--- src/core/rbc_pkg.sv ---
`default_nettype none
package rbc_pkg;
    // register location on the command port
    localparam logic [7:0] RBC_CTRL_ADDR = 8'h60;
    // field positions inside the control register
    localparam int RBC_POS_MODE_HI = 6;
    localparam int RBC_POS_MODE_LO = 5;
    localparam int RBC_POS_RTR = 3;
    localparam int RBC_POS_ROLL = 2;
    localparam int RBC_POS_MIRROR = 1;
    localparam int RBC_POS_HIT = 0;
    // reset values
    localparam logic RBC_RST_RTR = 1'h0;
    localparam logic RBC_RST_ROLL = 1'h0;
    localparam logic RBC_RST_HIT = 1'h0;
    localparam logic [7:0] RBC_RST_RDATA = 8'h00;

    // receive filter mode codes
    typedef enum logic [1:0] {
        RBC_MODE_FILTERED = 2'b00,
        RBC_MODE_RSV01 = 2'b01,
        RBC_MODE_RSV10 = 2'b10,
        RBC_MODE_ACCEPT_ANY = 2'b11
    } rbc_mode_e;

    // message events from the protocol engine and the filters
    typedef struct packed {
        logic done;
        logic err;
        logic rtr;
        logic hit0;
        logic hit1;
    } rbc_msg_s;

    // host register access after command decode
    typedef struct packed {
        logic wr;
        logic rd;
        logic [7:0] addr;
        logic [7:0] wdata;
    } rbc_host_s;

    // complete state of the control block
    typedef struct packed {
        rbc_mode_e mode;
        logic rtr;
        logic roll;
        logic hit;
        logic [7:0] rdata;
        logic load_high;
        logic load_low;
        logic ovf;
        logic load_hit;
    } rbc_state_s;
endpackage
`default_nettype wire

--- src/core/rbc_accept.sv ---
`timescale 1ns/100ps
`default_nettype none
module rbc_accept
(
    input wire rbc_pkg::rbc_mode_e mode_i,
    input wire rbc_pkg::rbc_msg_s msg_i,
    output logic accept_o,
    output logic hit_o
);
    import rbc_pkg::*;

    // acceptance decision for the high priority buffer
    always_comb
    begin
        if (mode_i == RBC_MODE_ACCEPT_ANY)
        begin
            accept_o = msg_i.done | msg_i.err;
        end
        else
        begin
            // reserved codes fall back to filtered reception
            accept_o = msg_i.done & (msg_i.hit0 | msg_i.hit1);
        end
        // filter zero wins when both match
        hit_o = ~msg_i.hit0 & msg_i.hit1;
    end
endmodule
`default_nettype wire

--- src/core/rbc_rx_buffer0_control.sv ---
// Overview of operation
// - Mode 11 bypasses masks and filters; every received message is accepted.
// - Mode 00 loads only valid messages meeting filter criteria, standard or extended.
// - On load into buffer zero, bit 3 records whether the message was a remote request.
// - On load into either buffer, bit 0 reports filter one as 1, filter zero as 0.
// - Rollover enabled: full buffer moves message to second buffer, overflow only if that one is full too.
// - No load while the buffer's full flag is set; host clears it.
// - Accept-any mode still loads a partial message that ended in error.
`timescale 1ns/100ps
`default_nettype none
module rbc_rx_buffer0_control
(
    input wire logic SYS_CLK_I,
    input wire logic RESET_N_I,
    input wire rbc_pkg::rbc_host_s HOST_I,
    input wire rbc_pkg::rbc_msg_s MSG_I,
    input wire logic HIGH_FULL_I,
    input wire logic LOW_FULL_I,
    output logic [7:0] CTRL_RDATA_O,
    output logic LOAD_HIGH_O,
    output logic LOAD_LOW_O,
    output logic OVERFLOW_O,
    output logic LOAD_HIT_O
);
    import rbc_pkg::*;

    rbc_state_s s_r;
    rbc_state_s s_nxt;
    logic accept;
    logic hit_idx;
    logic [7:0] ctrl_view;

    // acceptance decision from mode and filter results
    rbc_accept u_accept
    (
        .mode_i(s_r.mode),
        .msg_i(MSG_I),
        .accept_o(accept),
        .hit_o(hit_idx)
    );

    // register image as the host reads it
    always_comb
    begin
        ctrl_view = 8'h00;
        ctrl_view[RBC_POS_MODE_HI:RBC_POS_MODE_LO] = s_r.mode;
        ctrl_view[RBC_POS_RTR] = s_r.rtr;
        ctrl_view[RBC_POS_ROLL] = s_r.roll;
        ctrl_view[RBC_POS_MIRROR] = s_r.roll;
        ctrl_view[RBC_POS_HIT] = s_r.hit;
    end

    // next state: host access and message routing
    always_comb
    begin
        s_nxt = s_r;
        s_nxt.load_high = 1'b0;
        s_nxt.load_low = 1'b0;
        s_nxt.ovf = 1'b0;
        // host write: only mode and rollover are writable
        if (HOST_I.wr && HOST_I.addr == RBC_CTRL_ADDR)
        begin
            s_nxt.mode = rbc_mode_e'(HOST_I.wdata[RBC_POS_MODE_HI:RBC_POS_MODE_LO]);
            s_nxt.roll = HOST_I.wdata[RBC_POS_ROLL];
        end
        // host read, unmapped addresses read as zero
        if (HOST_I.rd)
        begin
            s_nxt.rdata = (HOST_I.addr == RBC_CTRL_ADDR) ? ctrl_view : 8'h00;
        end
        // route an accepted message
        if (accept)
        begin
            s_nxt.load_hit = hit_idx;
            if (!HIGH_FULL_I)
            begin
                s_nxt.load_high = 1'b1;
                s_nxt.rtr = MSG_I.rtr;
                s_nxt.hit = hit_idx;
            end
            else if (s_r.roll && !LOW_FULL_I)
            begin
                s_nxt.load_low = 1'b1;
                s_nxt.hit = hit_idx; // a rolled message still reports its filter
            end
            else
            begin
                s_nxt.ovf = 1'b1;
            end
        end
    end

    // state register
    always_ff @(posedge SYS_CLK_I)
    begin
        if (!RESET_N_I)
        begin
            s_r.mode <= RBC_MODE_FILTERED;
            s_r.rtr <= RBC_RST_RTR;
            s_r.roll <= RBC_RST_ROLL;
            s_r.hit <= RBC_RST_HIT;
            s_r.rdata <= RBC_RST_RDATA;
            s_r.load_high <= 1'b0;
            s_r.load_low <= 1'b0;
            s_r.ovf <= 1'b0;
            s_r.load_hit <= RBC_RST_HIT;
        end
        else
        begin
            s_r <= s_nxt;
        end
    end

    // outputs straight from flip-flops
    assign CTRL_RDATA_O = s_r.rdata;
    assign LOAD_HIGH_O = s_r.load_high;
    assign LOAD_LOW_O = s_r.load_low;
    assign OVERFLOW_O = s_r.ovf;
    assign LOAD_HIT_O = s_r.load_hit;

    // accept-any mode loads errored partial messages
    a_any_partial: assert property (
        @(posedge SYS_CLK_I) disable iff (!RESET_N_I)
        (s_r.mode == RBC_MODE_ACCEPT_ANY && MSG_I.err && !HIGH_FULL_I)
        |=> LOAD_HIGH_O
    )
    else $error("accept-any message not loaded");

    // filtered mode drops messages no filter matched
    a_filter_reject: assert property (
        @(posedge SYS_CLK_I) disable iff (!RESET_N_I)
        (s_r.mode == RBC_MODE_FILTERED && !MSG_I.hit0 && !MSG_I.hit1)
        |=> !LOAD_HIGH_O && !LOAD_LOW_O && !OVERFLOW_O
    )
    else $error("unmatched message was routed");

    // remote flag matches the loaded message
    a_rtr_capture: assert property (
        @(posedge SYS_CLK_I) disable iff (!RESET_N_I)
        LOAD_HIGH_O |-> (s_r.rtr == $past(MSG_I.rtr)) ##1 ($stable(s_r.rtr) || LOAD_HIGH_O)
    )
    else $error("remote flag wrong after load");

    // filter hit index matches the accepting filter
    a_hit_report: assert property (
        @(posedge SYS_CLK_I) disable iff (!RESET_N_I)
        LOAD_HIGH_O |-> s_r.hit == ($past(MSG_I.hit1) && !$past(MSG_I.hit0))
    )
    else $error("filter hit index wrong");

    // full buffer with rollover moves the message on
    a_roll_move: assert property (
        @(posedge SYS_CLK_I) disable iff (!RESET_N_I)
        (accept && HIGH_FULL_I && s_r.roll && !LOW_FULL_I)
        |=> LOAD_LOW_O && !OVERFLOW_O && !LOAD_HIGH_O
    )
    else $error("rollover did not move message");

    // full buffer without rollover overflows
    a_roll_off_ovf: assert property (
        @(posedge SYS_CLK_I) disable iff (!RESET_N_I)
        (accept && HIGH_FULL_I && !s_r.roll) |=> OVERFLOW_O && !LOAD_LOW_O
    )
    else $error("missing overflow without rollover");

    // a full buffer is never loaded
    a_full_lock: assert property (
        @(posedge SYS_CLK_I) disable iff (!RESET_N_I)
        HIGH_FULL_I |=> !LOAD_HIGH_O
    )
    else $error("load while buffer full");

    // mirror bit follows rollover enable on reads
    a_mirror_bit: assert property (
        @(posedge SYS_CLK_I) disable iff (!RESET_N_I)
        (HOST_I.rd && HOST_I.addr == RBC_CTRL_ADDR)
        |=> CTRL_RDATA_O[RBC_POS_MIRROR] == CTRL_RDATA_O[RBC_POS_ROLL]
            && CTRL_RDATA_O[RBC_POS_ROLL] == $past(s_r.roll)
    )
    else $error("mirror bit differs from rollover");

    // at most one routing pulse per message
    a_one_answer: assert property (
        @(posedge SYS_CLK_I) disable iff (!RESET_N_I)
        $onehot0({LOAD_HIGH_O, LOAD_LOW_O, OVERFLOW_O})
    )
    else $error("more than one routing pulse");

    // host write lands in the mode field
    a_mode_write: assert property (
        @(posedge SYS_CLK_I) disable iff (!RESET_N_I)
        (HOST_I.wr && HOST_I.addr == RBC_CTRL_ADDR)
        |=> s_r.mode == $past(HOST_I.wdata[RBC_POS_MODE_HI:RBC_POS_MODE_LO])
    )
    else $error("mode field not written");

    // host writes leave the status bits alone
    a_status_ro: assert property (
        @(posedge SYS_CLK_I) disable iff (!RESET_N_I)
        (HOST_I.wr && !accept) |=> $stable(s_r.rtr) && $stable(s_r.hit)
    )
    else $error("host write changed a status bit");

    // accept-any mode ignores the filters for complete messages
    a_any_done: assert property (
        @(posedge SYS_CLK_I) disable iff (!RESET_N_I)
        (s_r.mode == RBC_MODE_ACCEPT_ANY && MSG_I.done && !HIGH_FULL_I)
        |=> LOAD_HIGH_O
    )
    else $error("accept-any message dropped");

    // filtered mode loads a matched complete message
    a_filter_load: assert property (
        @(posedge SYS_CLK_I) disable iff (!RESET_N_I)
        (s_r.mode == RBC_MODE_FILTERED && MSG_I.done
            && (MSG_I.hit0 || MSG_I.hit1) && !HIGH_FULL_I)
        |=> LOAD_HIGH_O
    )
    else $error("matched message not loaded");

    // outside accept-any a message cut by an error is dropped
    a_filter_err: assert property (
        @(posedge SYS_CLK_I) disable iff (!RESET_N_I)
        (s_r.mode != RBC_MODE_ACCEPT_ANY && MSG_I.err && !MSG_I.done)
        |=> !LOAD_HIGH_O && !LOAD_LOW_O && !OVERFLOW_O
    )
    else $error("errored message routed outside accept-any");

    // rollover into a full second buffer is an overflow
    a_roll_full: assert property (
        @(posedge SYS_CLK_I) disable iff (!RESET_N_I)
        (accept && HIGH_FULL_I && LOW_FULL_I) |=> OVERFLOW_O && !LOAD_LOW_O
    )
    else $error("load into a full second buffer");

    // a rolled message reports its filter in bit zero
    a_roll_hit: assert property (
        @(posedge SYS_CLK_I) disable iff (!RESET_N_I)
        LOAD_LOW_O |-> s_r.hit == ($past(MSG_I.hit1) && !$past(MSG_I.hit0))
    )
    else $error("filter index wrong after rollover");
endmodule
`default_nettype wire

--- config.mk ---
export PLATFORM = sky130hd
export DESIGN_NAME = rbc_rx_buffer0_control
export DESIGN_NICKNAME = d
export VERILOG_FILES = /design/src/core/rbc_pkg.sv /design/src/core/rbc_accept.sv /design/src/core/rbc_rx_buffer0_control.sv
export SDC_FILE = /design/constraint.sdc
export NUM_CORES = 1
export LEC_CHECK = 0
export BUFFER_PORTS_ARGS = -buffer_cell sky130_fd_sc_hd__clkbuf_2
export CORE_UTILIZATION = 40
export CTS_BUF_LIST = sky130_fd_sc_hd__clkbuf_4 sky130_fd_sc_hd__clkbuf_8
export CTS_CLUSTER_DIAMETER = 50
export CTS_CLUSTER_SIZE = 8
export DETAILED_ROUTE_END_ITERATION = 8
export PLACE_DENSITY = 0.83
export SYNTH_ARGS = -nofsm -noshare
export SYNTH_HDL_FRONTEND = slang
export SYNTH_SLANG_ARGS = --single-unit
--- constraint.sdc ---
create_clock -name SYS_CLK_I -period 2.53 [get_ports SYS_CLK_I]
set_clock_uncertainty 0.15 [all_clocks]
set_input_delay 0.3795 -clock SYS_CLK_I [delete_from_list [all_inputs] [get_ports SYS_CLK_I]]
set_output_delay 0.3795 -clock SYS_CLK_I [all_outputs]
set_load 0.02 [all_outputs]
==> results.json <==
{
  "status": "finished clean",
  "synthCells": 69,
  "required_ns": 2.00,
  "vias": 578,
  "combPwrFrac_pct": 10.5,
  "overflow": 0,
  "antenna_cells": 0,
  "clock_latency_ns": 0.28,
  "path_max_fanout": 3,
  "mappedNetlistArea_um2": 623,
  "die_w_um": 41.5,
  "grt_max_degree": 12,
  "antenna_found_initial": 0,
  "crit_path_start_kind": "register",
  "timing.fmax_ghz": 0.747,
  "grt_pass1_vias": 507,
  "drc": 0,
  "final_max_slew_viol_count": 0,
  "core_area_mm2": 0.00137,
  "dr.pass1.iters": 4,
  "synth-adder-area-share_pct": 0,
  "postSynthAreaPerCell_um2": 9.03,
  "cts_max_path_buffers": 2,
  "antenna_left": 0,
  "cts_resized": 0,
  "met3_length_um": 76,
  "numCtsBuffers": 3,
  "critPathKind": "register to primary output",
  "final_area_um2": 807,
  "async_reset_ff_share_pct": 0,
  "drt-met1-wl_um": 534,
  "multi_input_area_um2": 309,
  "io_buffers": 31,
  "power_switching_mw": 0.102,
  "root_buffer": "clkbuf_4",
  "switching_share_pct": 23.5,
  "grt_pass1_wl_um": 2090,
  "fin_crit_ns": 1.34,
  "cts_hold_buf": 0,
  "seqPwrFrac_pct": 51.8,
  "htree_levels": 1,
  "synth.distinct_cells": 22,
  "synth_top_area_share_pct": 45.0,
  "synth_common_cells": "dfxtp_1, nand2_1, a21oi_1, nand2b_1",
  "die_h_um": 41.5,
  "ir_drop_uv": 339,
  "synth_edf_count": 0,
  "yosysTopAreaCell": "dfxtp_1",
  "crit_path_end_kind": "primary output",
  "grt_usage_pct": 16.2,
  "synth_simple_gate_area_share_pct": 29.1,
  "met2WireLength_um": 616,
  "hold_violations": 0,
  "place_area_um2": 771,
  "drive_gt1_share_pct": 39.0,
  "power_density_mw_per_mm2": 537,
  "rsz0062_at_grt": "false",
  "critical_path.top_delay_family": "flip-flops",
  "yosysSeqAreaShare_pct": 45.0,
  "fin_nets": 128,
  "rows": 13,
  "gp_congestion": 0.809,
  "area_delta_synth_final_pct": 29.5,
  "synthMuxAreaShare_pct": 8.03,
  "synth_flop_cell": "dfxtp_1",
  "hp-class": "input port to register",
  "post-route-period-util_pct": 52.9,
  "initial_utilization_pct": 45.6,
  "dp_hpwl_um": 1020,
  "p_leak_nw": 0.385,
  "ys_ff_latch": 14,
  "maxCapViolations": 0,
  "routed_via_density": 5.03,
  "critPathArrivalTime_ns": 0.81,
  "yosys-top-cells-area": "dfxtp_1, mux2i_1, nand2b_1",
  "clk_pin_slew_ns": 0.08,
  "setup_viol": 0,
  "n_fill_cell": 133,
  "routed_wl_um": 1270,
  "synth_top_family_by_area": "simple AND/OR/NAND/NOR gates",
  "cts_tree": "built",
  "io_pins": 39,
  "cts_sinks": 14,
  "slowest_delay_ns": 0.35,
  "worstPathBufferInverterCount": 1,
  "highest_layer": "met4",
  "path_cells": "clkbuf_2",
  "synthXorXnorAreaFrac_pct": 0,
  "synth_compound_area_share_pct": 11.2,
  "seq_area_um2": 280,
  "crit_slowest_cell": "dfxtp_1",
  "tns_ns": 0,
  "yosysMostFrequentCell": "dfxtp_1",
  "pwr-share-clk_pct": 37.7,
  "die-area_mm2": 0.00172,
  "p_int_mw": 0.332,
  "cts_setup_buffers": 0,
  "yosysWarnings": 0,
  "drtIter0Drc": 14,
  "wire_per_inst_um": 11.0
}
[tightest hold or removal path: cells and delay by family]
kind                   cells  cell delay, ns
buffers and inverters      1            0.08
multiplexers               1            0.05
AND/OR/NAND/NOR            1            0.04
[flip-flops by register name (all words and copies together), names as in the netlist]
register / flops
CTRL_RDATA_O: 5
LOAD_HIGH_O: 1
LOAD_HIT_O: 1
LOAD_LOW_O: 1
OVERFLOW_O: 1
ctrl_view: 5
[per-stage QoR]
stage | setup WS (ns) | total power [mW] | utilization, % | hold slack (ns) | std cells
after global routing | 1.15 | 0.453 | 59.1 | 0.168 | 115
after floorplan | 1.21 | 0.255 | - | 0.285 | 70
after CTS | 1.18 | 0.437 | 59.1 | 0.159 | 115
after global placement | 1.03 | 0.274 | 56.4 | 0.300 | 111
final | 1.19 | 0.433 | 59.1 | 0.160 | 115
after detailed placement | 0.999 | 0.276 | 56.4 | 0.311 | 111
[final timing paths]
kind / startpoint / slack, ns / end / cells after the start
max: CTRL_RDATA_O[2]$_SDFFE_PN0P_ / 1.19 / CTRL_RDATA_O[1] / 1
min: HOST_I[5] / 0.16 / ctrl_view[5]$_SDFFE_PN0P_ / 3
max reg2reg: ctrl_view[5]$_SDFFE_PN0P_ / 1.28 / ctrl_view[0]$_SDFFE_PN0P_ / 3
min reg2reg: CTRL_RDATA_O[0]$_SDFFE_PN0P_ / 0.32 / CTRL_RDATA_O[0]$_SDFFE_PN0P_ / 2
[power by group through the flow]
stage	combinational [mW]	sequential [mW]	clock, mW
after floorplan	0.0232	0.232	0
after global placement	0.0441	0.229	0
after detailed placement	0.0459	0.230	0
after CTS	0.0461	0.225	0.166
after global routing	0.0510	0.225	0.177
final	0.0456	0.225	0.163
[placed cells by master (no fill, tap or decap)]
cell type	n
a21o_1	1
a21oi_1	7
a22oi_1	1
and3_1	1
and4bb_2	1
clkbuf_2	31
clkbuf_4	3
clkbuf_8	1
conb_1	2
dfxtp_1	14
inv_1	2
mux2i_1	5
nand2_1	10
nand2b_1	7
nand3_2	1
nand4_1	5
nor2_1	2
nor3_1	1
nor4_4	1
o211ai_1	1
o21a_1	1
o21ai_1	1
or2_2	1
[cells by family (layout without fill, tap and decap cells)]
| kind of cell | Yosys count | count (layout) |
|---|---|---|
| other cells | 1 | 2 |
| flops | 14 | 14 |
| buf+inv | 7 | 37 |
| compound gates | 12 | 12 |
| simple gates | 30 | 30 |
| mux | 5 | 5 |
[routing by layer]
metal  GRT usage, %  up-vias
met2           25.3       23
met5              0        -
met3           5.22        4
met1           18.9      252
li1               -      299
met4           10.3        0
[final cells by class]
type | count | share of cell area (%)
multi-input cells | 49 | 38.3
clock buffers | 4 | 4.50
inverters | 2 | 0.930
flip-flops and latches | 14 | 34.7
repair buffers | 31 | 19.2
well taps | 15 | 2.33
Note: power is estimated with default switching activity, not from simulation.
